==> config.mk <==
export PLATFORM = sky130hd
export DESIGN_NAME = i2r_read_slave
export DESIGN_NICKNAME = d
export VERILOG_FILES = /design/src/design/i2r_pkg.sv /design/src/design/i2r_read_slave.sv
export SDC_FILE = /design/constraint.sdc
export NUM_CORES = 1
export LEC_CHECK = 0
export ABC_AREA = 1
export BUFFER_PORTS_ARGS = -buffer_cell sky130_fd_sc_hd__buf_4
export CORE_ASPECT_RATIO = 1.5
export CORE_MARGIN = 8
export CORE_UTILIZATION = 62
export CTS_CLUSTER_SIZE = 28
export DETAILED_ROUTE_END_ITERATION = 8
export PLACE_DENSITY_LB_ADDON = 0.1
export SYNTH_ARGS = -nofsm -noshare
export SYNTH_HDL_FRONTEND = slang
export SYNTH_SLANG_ARGS = --single-unit
==> constraint.sdc <==
create_clock -name clk -period 7.6 [get_ports clk]
set_input_delay 0.76 -clock clk [delete_from_list [all_inputs] [get_ports clk]]
set_output_delay 0.76 -clock clk [all_outputs]
set_load 0.02 [all_outputs]
==> src/design/i2r_pkg.sv <==
// Constants and types for the I2C register read slave.
// Assumes one core clock and an I2C bus with external pull-ups on both lines.
// Overview of operation
// - Opcode 100b in command byte 0 bits 2:0 requests a register read.
// - Port index is command byte 1 bit 0 (upper) and byte 2 bit 7.
// - Command byte 2 bits 5:2 form the byte lane mask, bit 2 lowest lane.
// - Mask bit one lets that register byte change; zero leaves it unchanged.
// - Byte address is byte 2 bits 1:0, then byte 3, then two zero bits.
// - First packet is START, address with write bit, four acknowledged command bytes.
// - Second packet is START, address with read bit, acknowledge, data bytes, STOP.
// - Data bytes leave register byte 3 first and byte 0 last.
// - With straps at zero the slave answers address 38h, wire bytes 70h/71h.
// - A completed read command fetches the register into a 32-bit holding buffer.
// - Reading past four bytes repeats the sequence starting from byte 3.
// - A repeated START may replace the STOP between the two packets.
package i2r_pkg;
	localparam logic [6:0] SLV_ADDR_BASE = 7'h38;
	localparam int         STRAP_W       = 3;
	localparam logic [2:0] OP_READ       = 3'h4;
	localparam int         OP_MSB        = 2;
	localparam int         OP_LSB        = 0;
	localparam int         PS_HI_BIT     = 0;
	localparam int         PS_LO_BIT     = 7;
	localparam int         BE_MSB        = 5;
	localparam int         BE_LSB        = 2;
	localparam int         AH_MSB        = 1;
	localparam int         AH_LSB        = 0;
	localparam logic [3:0] CNT_ACK       = 4'h8;
	localparam logic [3:0] CNT_END       = 4'h9;
	localparam logic [2:0] CMD_BYTES     = 3'h4;
	localparam logic [1:0] LAST_CMD      = 2'h3;
	localparam logic [1:0] FIRST_TX      = 2'h3;

	typedef enum logic [2:0] {PH_IDLE, PH_ADDR, PH_CMD, PH_TX, PH_SKIP} i2r_phase_t;

	typedef struct packed {
		logic        req;
		logic [1:0]  port;
		logic [11:0] addr;
		logic [3:0]  be;
	} i2r_fetch_t;

	typedef struct packed {
		logic               scl_s1;
		logic               scl_s2;
		logic               scl_d;
		logic               sda_s1;
		logic               sda_s2;
		logic               sda_d;
		logic [STRAP_W-1:0] strap_s1;
		logic [STRAP_W-1:0] strap_s2;
		i2r_phase_t         ph;
		logic [3:0]         cnt;
		logic [7:0]         sh;
		logic [7:0]         tx;
		logic [2:0]         cidx;
		logic [3:0][7:0]    cmd;
		logic [1:0]         sel;
		logic               nak;
		logic               rd;
		logic [31:0]        hold;
		logic               oe;
		logic               sdo;
		i2r_fetch_t         fetch;
	} i2r_state_t;

	localparam i2r_state_t STATE_RST = '0;
endpackage

==> src/design/i2r_read_slave.sv <==
// I2C slave that takes a four-byte read command and returns one 32-bit register.
// Assumes the register fabric answers fetch.req with fetch_ack and fetch_data on clk.
`timescale 1ns/1ns
module i2r_read_slave (
	input  wire logic                      clk,
	input  wire logic                      rst_b,
	input  wire logic                      scl_i,
	input  wire logic                      sda_i,
	output wire logic                      sda_o,
	output wire logic                      sda_oe,
	input  wire logic [i2r_pkg::STRAP_W-1:0] strap_i,
	output wire i2r_pkg::i2r_fetch_t       fetch,
	input  wire logic                      fetch_ack,
	input  wire logic [31:0]               fetch_data
);
	logic [1:0]          rst_q;
	logic                rst_n;
	i2r_pkg::i2r_state_t s_r;
	i2r_pkg::i2r_state_t s_nxt;
	logic                scl_rise;
	logic                scl_fall;
	logic                bus_start;
	logic                bus_stop;
	logic                addr_hit;

	always_ff @(posedge clk or negedge rst_b) begin
		if (!rst_b) begin
			rst_q <= 2'h0;
		end else begin
			rst_q <= {rst_q[0], 1'b1};
		end
	end
	assign rst_n = rst_q[1];

	// Edges are taken from the second synchroniser stage and its delayed copy only.
	assign scl_rise  = s_r.scl_s2 & ~s_r.scl_d;
	assign scl_fall  = ~s_r.scl_s2 & s_r.scl_d;
	assign bus_start = s_r.scl_s2 & s_r.scl_d & s_r.sda_d & ~s_r.sda_s2;
	assign bus_stop  = s_r.scl_s2 & s_r.scl_d & ~s_r.sda_d & s_r.sda_s2;
	assign addr_hit  = s_r.sh[7:1] == (i2r_pkg::SLV_ADDR_BASE | {4'h0, s_r.strap_s2});

	always_comb begin
		logic [1:0] nsel;
		logic [7:0] nb;
		nsel = s_r.sel - 2'h1;
		nb = s_r.hold[{nsel, 3'h0} +: 8];
		s_nxt = s_r;
		s_nxt.scl_s1 = scl_i;
		s_nxt.scl_s2 = s_r.scl_s1;
		s_nxt.scl_d = s_r.scl_s2;
		s_nxt.sda_s1 = sda_i;
		s_nxt.sda_s2 = s_r.sda_s1;
		s_nxt.sda_d = s_r.sda_s2;
		s_nxt.strap_s1 = strap_i;
		s_nxt.strap_s2 = s_r.strap_s1;

		if (s_r.fetch.req && fetch_ack) begin
			s_nxt.fetch.req = 1'b0;
			s_nxt.hold = fetch_data;
		end

		if (bus_start) begin
			// A repeated START restarts address decode from any phase.
			s_nxt.ph = i2r_pkg::PH_ADDR;
			s_nxt.cnt = 4'h0;
			s_nxt.oe = 1'b0;
		end else if (bus_stop) begin
			s_nxt.ph = i2r_pkg::PH_IDLE;
			s_nxt.cnt = 4'h0;
			s_nxt.oe = 1'b0;
		end else if (s_r.ph != i2r_pkg::PH_IDLE && s_r.ph != i2r_pkg::PH_SKIP) begin
			if (scl_rise) begin
				if (s_r.cnt < i2r_pkg::CNT_ACK) begin
					s_nxt.sh = {s_r.sh[6:0], s_r.sda_s2};
					s_nxt.cnt = s_r.cnt + 4'h1;
				end else if (s_r.cnt == i2r_pkg::CNT_ACK) begin
					s_nxt.cnt = i2r_pkg::CNT_END;
					s_nxt.nak = s_r.sda_s2;
				end
			end else if (scl_fall) begin
				if (s_r.cnt == i2r_pkg::CNT_ACK) begin
					// Data phase releases the line here so the master can acknowledge.
					s_nxt.oe = 1'b0;
					case (s_r.ph)
						i2r_pkg::PH_ADDR: begin
							s_nxt.oe = addr_hit;
							s_nxt.rd = s_r.sh[0];
							if (!addr_hit) begin
								s_nxt.ph = i2r_pkg::PH_SKIP;
							end
						end
						i2r_pkg::PH_CMD: begin
							if (s_r.cidx == i2r_pkg::CMD_BYTES) begin
								s_nxt.ph = i2r_pkg::PH_SKIP;
							end else begin
								s_nxt.oe = 1'b1;
								s_nxt.cmd[s_r.cidx[1:0]] = s_r.sh;
								s_nxt.cidx = s_r.cidx + 3'h1;
								if (s_r.cidx[1:0] == i2r_pkg::LAST_CMD &&
								    s_r.cmd[0][i2r_pkg::OP_MSB:i2r_pkg::OP_LSB] == i2r_pkg::OP_READ) begin
									s_nxt.fetch.req = 1'b1;
									s_nxt.fetch.port = {s_r.cmd[1][i2r_pkg::PS_HI_BIT],
									                    s_r.cmd[2][i2r_pkg::PS_LO_BIT]};
									// The mask goes to the fabric, which alone may alter register bytes.
									s_nxt.fetch.be = s_r.cmd[2][i2r_pkg::BE_MSB:i2r_pkg::BE_LSB];
									s_nxt.fetch.addr = {s_r.cmd[2][i2r_pkg::AH_MSB:i2r_pkg::AH_LSB],
									                    s_r.sh, 2'h0};
								end
							end
						end
						default: begin
						end
					endcase
				end else if (s_r.cnt == i2r_pkg::CNT_END) begin
					s_nxt.cnt = 4'h0;
					s_nxt.oe = 1'b0;
					if (s_r.ph == i2r_pkg::PH_ADDR && s_r.rd) begin
						s_nxt.ph = i2r_pkg::PH_TX;
						s_nxt.sel = i2r_pkg::FIRST_TX;
						s_nxt.oe = ~s_r.hold[31];
						s_nxt.tx = {s_r.hold[30:24], 1'b1};
					end else if (s_r.ph == i2r_pkg::PH_ADDR) begin
						s_nxt.ph = i2r_pkg::PH_CMD;
						s_nxt.cidx = 3'h0;
					end else if (s_r.ph == i2r_pkg::PH_TX) begin
						if (s_r.nak) begin
							s_nxt.ph = i2r_pkg::PH_SKIP;
						end else begin
							// The two-bit select wraps from byte 0 back to byte 3.
							s_nxt.sel = nsel;
							s_nxt.oe = ~nb[7];
							s_nxt.tx = {nb[6:0], 1'b1};
						end
					end
				end else if (s_r.ph == i2r_pkg::PH_TX) begin
					s_nxt.oe = ~s_r.tx[7];
					s_nxt.tx = {s_r.tx[6:0], 1'b1};
				end
			end
		end
	end

	always_ff @(posedge clk or negedge rst_n) begin
		if (!rst_n) begin
			s_r <= i2r_pkg::STATE_RST;
		end else begin
			s_r <= s_nxt;
		end
	end

	assign sda_o  = s_r.sdo;
	assign sda_oe = s_r.oe;
	assign fetch  = s_r.fetch;
endmodule

==> results of run 1 <==
## path summary, 6_finish.rpt
path / slack (ns) / start / endpoint
setup / recovery: 4.96 / s_nxt[124] / fetch[3]
hold / removal: 0.17 / rst_b / rst_q[1]
setup reg to reg: 4.96 / s_nxt[124] / fetch[3]
hold reg to reg: 0.33 / rst_q[1] / s_r[105]
max in group asynchronous: 6.15 / rst_q[1] / sda_oe
min in group clk: 0.35 / s_nxt[116] / s_r[116]
## cells in the final DEF (no fill, tap or decap), types with 4 or more instances in the layout
cell / netlist / routed
nor2_1: 27 / 27
nor2_2: 6 / 6
nand3_1: 35 / 35
nand2_1: 145 / 145
a21oi_1: 13 / 13
o21ai_0: 20 / 20
dfrtp_1: 105 / 104
inv_2: 7 / 7
o211ai_1: 5 / 5
ha_1: 10 / 10
inv_1: 53 / 53
clkbuf_16: 0 / 9
conb_1: 2 / 4
o21ai_1: 34 / 34
nor3_1: 4 / 4
mux2_2: 27 / 27
nand4_1: 8 / 8
buf_4: 21 / 59
## worst max-delay path: cells and delay by family, from the launching register on
kind,cells,cell delay [ns]
and+or+nand+nor,4,1.38
AOI/OAI and AO/OA,1,0.46
DFF,1,0.42
adders and majority gates,1,0.24
## kinds of logic after synthesis
family,Yosys count
simple gates,236
fa+ha+maj,10
other cells,2
flops,105
mux,27
compound gates,76
xor+xnor,1
buf+inv,92
## routing by layer
layer	routed length, µm	vias to the layer above	track usage [%]
li1	-	1840	-
met1	4040	1802	22.0
met2	5600	107	34.4
met3	512	23	3.80
met4	248	0	8.66
met5	0	-	0
## report_power, final
| group | total [mW] | internal [mW] | switching, mW |
|---|---|---|---|
| Clock | 0.466 | 0.258 | 0.208 |
| Combinational | 0.0870 | 0.0398 | 0.0473 |
| Sequential | 0.613 | 0.590 | 0.0232 |
| Total | 1.17 | 0.888 | 0.278 |
## layout make-up
class	count	area share (%)
clock buffer	9	4.00
clock inverter	7	1.31
inverter	61	4.11
multi-input combinational	354	33.7
sequential	105	46.7
tap	105	2.33
timing repair buffer	59	7.86
==> results.json, run 1 <==
{
  "clk_transition_reported_paths_ns": 0.07,
  "gp_congestion": 0.905,
  "layout.area.seq_um2": 2630,
  "yosys.area_share.adder_pct": 2.52,
  "dieArea_um2": 11200,
  "gr-total-overflow": 0,
  "numClockSinks": 105,
  "synth_area_leader_cell": "dfrtp_1",
  "coreArea_um2": 7910,
  "fin_skew_ns": 0.00946,
  "wl_per_cell_um": 14.9,
  "clk-insertion-delay-late_ns": 0.35,
  "synth_edf_count": 0,
  "grt_use_total_pct": 19.7,
  "report.final.slew_viol_count": 0,
  "seq_area_frac_synth_pct": 53.0,
  "synth-simple-area-share_pct": 21.0,
  "drt-pass1-iter-count": 5,
  "synth_flop_cell": "dfrtp_1",
  "maxSlewHeadroom_pct": 23.6,
  "async_flop_share_pct": 100,
  "min_period_ns": 2.64,
  "vdd_drop_max_v": 0.000161,
  "place_area_um2": 5330,
  "layout_setup_ws_ns": 4.96,
  "rr_worst_depth": 6,
  "yosysWarningCount": 0,
  "final_core_util_pct": 71.2,
  "synth_top_family_by_area": "simple AND/OR/NAND/NOR gates",
  "post-dp-hpwl_um": 7650,
  "design_area_um2": 5630,
  "cts_root_buffer": "clkbuf_16",
  "ys_types": 33,
  "fill_cells": 648,
  "grt_start_max_net_pins": 59,
  "wirelength_um": 10400,
  "hp-class": "input port to asynchronous set/reset pin",
  "synth_area_um2": 4960,
  "startpoint_type": "flip-flop",
  "fin_setup_tns_ns": 0,
  "cp_slowest_cell": "nand4_1",
  "vias": 3772,
  "nets": 640,
  "die_h_um": 126,
  "drt_iter0_markers": 220,
  "drive_gt1_share_pct": 21.5,
  "viasPerCell": 5.39,
  "rsz0062_at_grt": "no",
  "cellPowerDensity_nw_per_um2": 207,
  "syn_area_per_cell_um2": 9.03,
  "start_util_pct": 62.7,
  "synth-compound-area-share_pct": 8.10,
  "cp_max_fo": 32,
  "hold_viol": 0,
  "syn_to_final_growth_pct": 13.6,
  "multi_input_area_um2": 1900,
  "antenna_found_initial": 0,
  "drv_cap": 0,
  "end_kind": "flip-flop",
  "synth_xor_area_share_pct": 0.177,
  "place_ws_ns": 4.97,
  "grt_pass1_wl_um": 17100,
  "worst_hold_slack_ns": 0.174,
  "drc": 0,
  "fmax_ghz": 0.378,
  "finalCritPeriodShare_pct": 34.8,
  "postRouteAntennaNets": 0,
  "slowest_delay_ns": 0.89,
  "synth_area_leaders": "dfrtp_1 53%, nand2_1 11%, mux2_2 6.1%, inv_1 4.0%, nand3_1 3.5%",
  "worst_slew_pin_slew_ns": 1.14,
  "port_buffers": 57,
  "yosys-top-cells-count": "145 x nand2_1, 105 x dfrtp_1, 53 x inv_1",
  "path_cells": "ha_1, nand3_1, nand2_1, nor3_1, nand4_1, o21ai_1",
  "cts_max_level": 3,
  "critical_path_class": "flip-flop to flip-flop",
  "ys_seq_elements": 105,
  "power_mw": 1.17,
  "status": "completed",
  "synth_cells": 549,
  "cts_max_path_buffers": 2,
  "die_w_um": 89.0,
  "post_cts_buffers": 0,
  "setup_violations": 0,
  "required_ns": 7.84,
  "post-synth-top-area-fraction_pct": 53.0,
  "worst_ep_arrival_time_ns": 2.88,
  "rows": 40,
  "ioPinCount": 61,
  "antenna_cells": 0,
  "cts_buffers": 9,
  "leakage_nw": 2.72,
  "holdBufCountCts": 0,
  "grt_pass1_vias": 3685,
  "tritoncts": "yes",
  "finalNonFillerCells": 700,
  "yosysMostFrequentCell": "nand2_1",
  "synthMuxAreaShare_pct": 6.13,
  "cts.repair.resized": 0,
  "place_inst": 684
}
No activity file was read; power rests on OpenSTA's default activity.
==> run 2, diff against run 1 <==
CORE_UTILIZATION = 52   (was 62)
clock period = 2.29 ns   (was 7.6 ns; I/O delays follow)
==> run 2 against run 1 <==
  * First-iteration DRC count down 28%
  * Sequential share of layout area down 0.69 points
  * Register-to-register slack worse by 4.7 ns
  * Critical path depth up 3
  * Die area up 16%
  * Combinational power rose to 3.4 times the previous value
  * Via count down 1.6%
  * Flip-flop and latch count unchanged
  * Power rose to 3.2 times the previous value
  * Global-route usage down 2.2 points
  * Clock skew down 0.0012 ns
  * Count of clock-buffer cells in the layout up 2
  * Critical path type unchanged
  * Critical endpoint is now s_r[114]
  * Largest power group unchanged
  * Highest routed layer unchanged
==> results.json, run 2 (synthesis gave the netlist of run 1 again) <==
{
  "end_kind": "flip-flop",
  "finalNonFillerCells": 717,
  "route.met3.wl_um": 489,
  "setup_violations": 0,
  "r2r-start": "s_r[109]",
  "clk-insertion-delay-late_ns": 0.35,
  "hp-class": "input port to flip-flop",
  "path_cells": "inv_1, ha_1, nand3_1, nand2_1, a21oi_1, nor2_1, nand3_1, nand2_1, nand2_1",
  "wl_per_cell_um": 14.5,
  "antenna_found_initial": 0,
  "cp_slowest_cell": "dfrtp_1",
  "nets": 651,
  "rows": 43,
  "r2r-end": "s_r[114]",
  "grt_use_total_pct": 17.5,
  "layout_commonest_cell": "nand2_1",
  "drv_cap": 0,
  "post_cts_buffers": 0,
  "final_cell_mix": "145 x nand2_1, 104 x dfrtp_1, 63 x buf_4, 53 x inv_1, 35 x nand3_1",
  "cts_max_path_buffers": 2,
  "start_util_pct": 53.6,
  "postRouteAntennaNets": 0,
  "required_ns": 2.52,
  "grt_pass1_wl_um": 17800,
  "finalCritPeriodShare_pct": 87.9,
  "die_h_um": 136,
  "power_mw": 3.73,
  "clk_transition_reported_paths_ns": 0.06,
  "crit_path_frequent_cell": "nand2_1",
  "slowest_delay_ns": 0.41,
  "startpoint_type": "flip-flop",
  "rr_worst_depth": 9,
  "gr-total-overflow": 0,
  "dieArea_um2": 13000,
  "coreArea_um2": 9250,
  "hold_viol": 0,
  "top_layer": "met4",
  "place_area_um2": 5390,
  "cts_buffers": 9,
  "status": "completed",
  "whs_path_depth": 2,
  "r2r_slack_ns": 0.28,
  "worst_ep_arrival_time_ns": 2.24,
  "min_period_ns": 2.01,
  "report.final.slew_viol_count": 0,
  "drt_iter0_markers": 159,
  "wirelength_um": 10400,
  "wl_met2_um": 5520,
  "cellPowerDensity_nw_per_um2": 652,
  "tritoncts": "yes",
  "fin_setup_tns_ns": 0,
  "syn_to_final_growth_pct": 15.3,
  "ioPinCount": 61,
  "die_w_um": 95.7,
  "fmax_ghz": 0.497,
  "vdd_drop_max_v": 0.000466,
  "gp_congestion": 0.926,
  "drc": 0,
  "hp-start": "fetch_ack",
  "cp_max_fo": 11,
  "fill_cells": 825,
  "routedLengthMet1_um": 4030,
  "drive_gt1_share_pct": 21.5,
  "leakage_nw": 2.76,
  "viasPerCell": 5.18,
  "grt_start_max_net_pins": 41,
  "numClockSinks": 105,
  "design_area_um2": 5720,
  "rsz0062_at_grt": "no",
  "grt_pass1_vias": 3801,
  "cts_root_buffer": "clkbuf_16",
  "vias": 3711,
  "antenna_cells": 0,
  "critical_path_class": "flip-flop to flip-flop",
  "fin_skew_ns": 0.00830,
  "post-dp-hpwl_um": 7870,
  "holdPathEnd": "fetch[18]",
  "cts_max_level": 3,
  "drt-pass1-iter-count": 4,
  "port_buffers": 57,
  "cts.repair.resized": 0,
  "holdBufCountCts": 6,
  "final_core_util_pct": 61.8,
  "place_inst": 696
}
==> run 2: changes by cell type in the layout (fill, tap and decap cells not counted), sizes merged <==
| cell | before | now |
|---|---|---|
| dlygate4sd3 | 0 | 6 |
| buf | 59 | 64 |
| inv | 64 | 61 |
| clkbuf | 9 | 11 |
| bufinv | 1 | 0 |
| clkinv | 3 | 4 |
==> run 2: metal layers <==
layer	vias to the layer above	track usage, %
met3	24	3.39
li1	1851	-
met2	83	30.1
met4	0	11.2
met5	-	0
met1	1753	19.0
==> run 2: cell type report <==
class	count	area [µm²]	share of cell area [%]
inverter	61	231	4.05
multi-input combinational	354	1900	33.2
clock inverter	4	31.3	0.547
timing repair buffer	70	553	9.68
sequential	105	2630	46.0
tap	112	140	2.45
clock buffer	11	233	4.07
==> run 2: worst max-delay path by stage <==
stage	startpoint	endpoint	depth (start not counted)
floorplan	rst_q[1]	asynchronous set/reset pin	0
global placement	s_r[109]	s_r[92]	8
detailed placement	s_r[109]	s_r[114]	9
CTS	s_r[109]	s_r[114]	9
global route	s_r[109]	s_r[114]	9
finish	s_r[109]	s_r[114]	9
==> run 2: per-stage QoR <==
stage / hold slack, ns / worst slack (ns)
2_1_floorplan: -0.0666 / 0.530
3_3_place_gp: 0.0110 / 0.400
3_5_place_dp: 0.0144 / 0.333
4_1_cts: 0.0758 / 0.300
5_1_grt: 0.0910 / 0.0676
6_report: 0.0808 / 0.276
==> run 2: critical path: cells and delay by family, from the launching register on <==
kind            cells  cell delay [ns]
buf+inv             1             0.10
fa+ha+maj           1             0.15
simple gates        6             1.16
compound gates      1             0.09
flops               1             0.41
==> run 2: where the power goes <==
group,switching (mW),internal [mW],total (mW),leakage (nW)
sequential,0.0765,1.96,2.04,1.33
clock,0.656,0.736,1.39,0.130
combinational,0.155,0.143,0.297,1.30
==> run 3, diff against run 2 <==
BUFFER_PORTS_ARGS = not set   (was -buffer_cell sky130_fd_sc_hd__buf_4)
CORE_UTILIZATION = 51   (was 52)
DONT_BUFFER_PORTS = 1   (was not set)
GPL_ROUTABILITY_DRIVEN = 0   (was not set)
==> run 3 against run 2 <==
  * Power rose by 4.6%
  * Die area rose by 1.7%
  * Critical path depth rose by 2
  * Non-clock buffer count fell by 56
  * Critical path type unchanged
==> results.json, run 3 (synthesis gave the netlist of run 1 again) <==
{
  "final_core_util_pct": 55.9,
  "fin_setup_tns_ns": 0,
  "cts_max_path_buffers": 2,
  "grt_pass1_vias": 3572,
  "status": "completed",
  "numClockSinks": 105,
  "die_w_um": 96.5,
  "fin_skew_ns": 0.00896,
  "cts_max_level": 3,
  "grt_start_max_net_pins": 47,
  "postRouteAntennaNets": 0,
  "min_period_ns": 2.03,
  "rows": 44,
  "viasPerCell": 5.32,
  "drt-pass1-iter-count": 4,
  "place_inst": 642,
  "gr-total-overflow": 0,
  "setup_violations": 0,
  "end_kind": "flip-flop",
  "layout.area.seq_um2": 2630,
  "worst_ep_arrival_time_ns": 2.28,
  "finalCritPeriodShare_pct": 88.7,
  "leakage_nw": 2.50,
  "final_cell_mix": "145 x nand2_1, 104 x dfrtp_1, 53 x inv_1, 35 x nand3_1, 34 x o21ai_1",
  "drt_iter0_markers": 197,
  "clk-insertion-delay-late_ns": 0.36,
  "dieArea_um2": 13200,
  "drc": 0,
  "die_h_um": 137,
  "grt_use_total_pct": 17.2,
  "clk_transition_reported_paths_ns": 0.08,
  "required_ns": 2.54,
  "cts_buffers": 9,
  "syn_to_final_growth_pct": 8.02,
  "vias": 3536,
  "wirelength_um": 10200,
  "start_util_pct": 51.8,
  "grt_pass1_wl_um": 17400,
  "coreArea_um2": 9580,
  "fill_cells": 899,
  "wl_per_cell_um": 15.3,
  "startpoint_type": "flip-flop",
  "antenna_found_initial": 0,
  "hold_viol": 0,
  "report.final.slew_viol_count": 0,
  "layout_commonest_cell": "nand2_1",
  "drv_cap": 0,
  "antenna_cells": 0,
  "port_buffers": 0,
  "multi_input_area_um2": 1900,
  "cp_max_fo": 11,
  "tritoncts": "yes",
  "ioPinCount": 61,
  "post-dp-hpwl_um": 7660,
  "rsz0062_at_grt": "no",
  "cts_root_buffer": "clkbuf_16",
  "fmax_ghz": 0.492,
  "critical_path_class": "flip-flop to flip-flop",
  "cellPowerDensity_nw_per_um2": 727,
  "nets": 595,
  "vdd_drop_max_v": 0.000498,
  "drive_gt1_share_pct": 13.8,
  "finalNonFillerCells": 665,
  "hp-class": "input port to flip-flop"
}
run 3: cell types whose count changed in the layout (fill, tap and decap cells not counted):
cell / change
buf_4: -57
clkinv_4: -3
clkbuf_1: -2
inv_6: +2
inv_8: +2
bufinv_16: +1
clkinv_2: -1
clkinv_8: +1
clkinvlp_4: +1
dlygate4sd3_1: +1
run 3: stage by stage:
step                worst slack (ns)  area, µm²  hold WS, ns  power (mW)
floorplan                      0.530       4970      -0.0666        2.23
global placement               0.378       4970      -0.0665        2.30
detailed placement             0.281       4970      -0.0665        2.31
CTS                            0.239       5360      0.00153        3.94
global route                  0.0739       5360      0.00572        4.04
finish                         0.258       5360      0.00915        3.90
run 3: where the power goes:
part	leakage, nW	internal, mW	switching, mW	total (mW)
Clock	0.153	0.880	0.743	1.62
Combinational	1.02	0.0970	0.139	0.236
Sequential	1.33	1.96	0.0803	2.04
Total	2.50	2.94	0.962	3.90
run 3: per-layer routing:
metal | vias to the layer above | GRT usage (%) | routed length, µm
li1 | 1743 | - | -
met1 | 1673 | 18.9 | 4010
met2 | 98 | 29.6 | 5370
met3 | 22 | 4.23 | 557
met4 | 0 | 8.37 | 259
met5 | - | 0 | 0
run 3: critical path, cell delays in order, from the launching register on:
cell and delay, ns:
dfrtp_1 0.42, inv_1 0.11, ha_1 0.16, nand3_1 0.36, inv_4 0.23, nand2_1 0.12, nand2_1 0.07, nand3_1 0.06
nand2_1 0.18, inv_1 0.09, nand2_1 0.06, o21ai_1 0.07
run 3: cell type report:
class / instances / area share (%)
sequential: 105 / 49.1
multi-input combinational: 354 / 35.4
inverter: 61 / 4.32
clock buffer: 9 / 4.20
tap: 115 / 2.69
timing repair buffer: 14 / 2.52
clock inverter: 7 / 1.75
run 3: what timing repair did:
action                     4_1_cts  5_1_grt
resized for setup                0        0
hold endpoints to repair         8        0
hold buffers                     7        0
setup endpoints to repair        0        0
buffers inserted                 0        0
run 3: final timing paths:
check	to	slack [ns]	start	cells past startpoint
max	s_r[111]	0.26	s_r[109]	11
min	s_r[25]	0.009	fetch_data[4]	1
max reg2reg	s_r[111]	0.26	s_r[109]	11
min reg2reg	s_nxt[117]	0.28	rst_q[1]	0
max in group asynchronous	s_r[99]	1.32	rst_q[1]	1
min in group asynchronous	rst_q[1]	0.09	rst_b	1
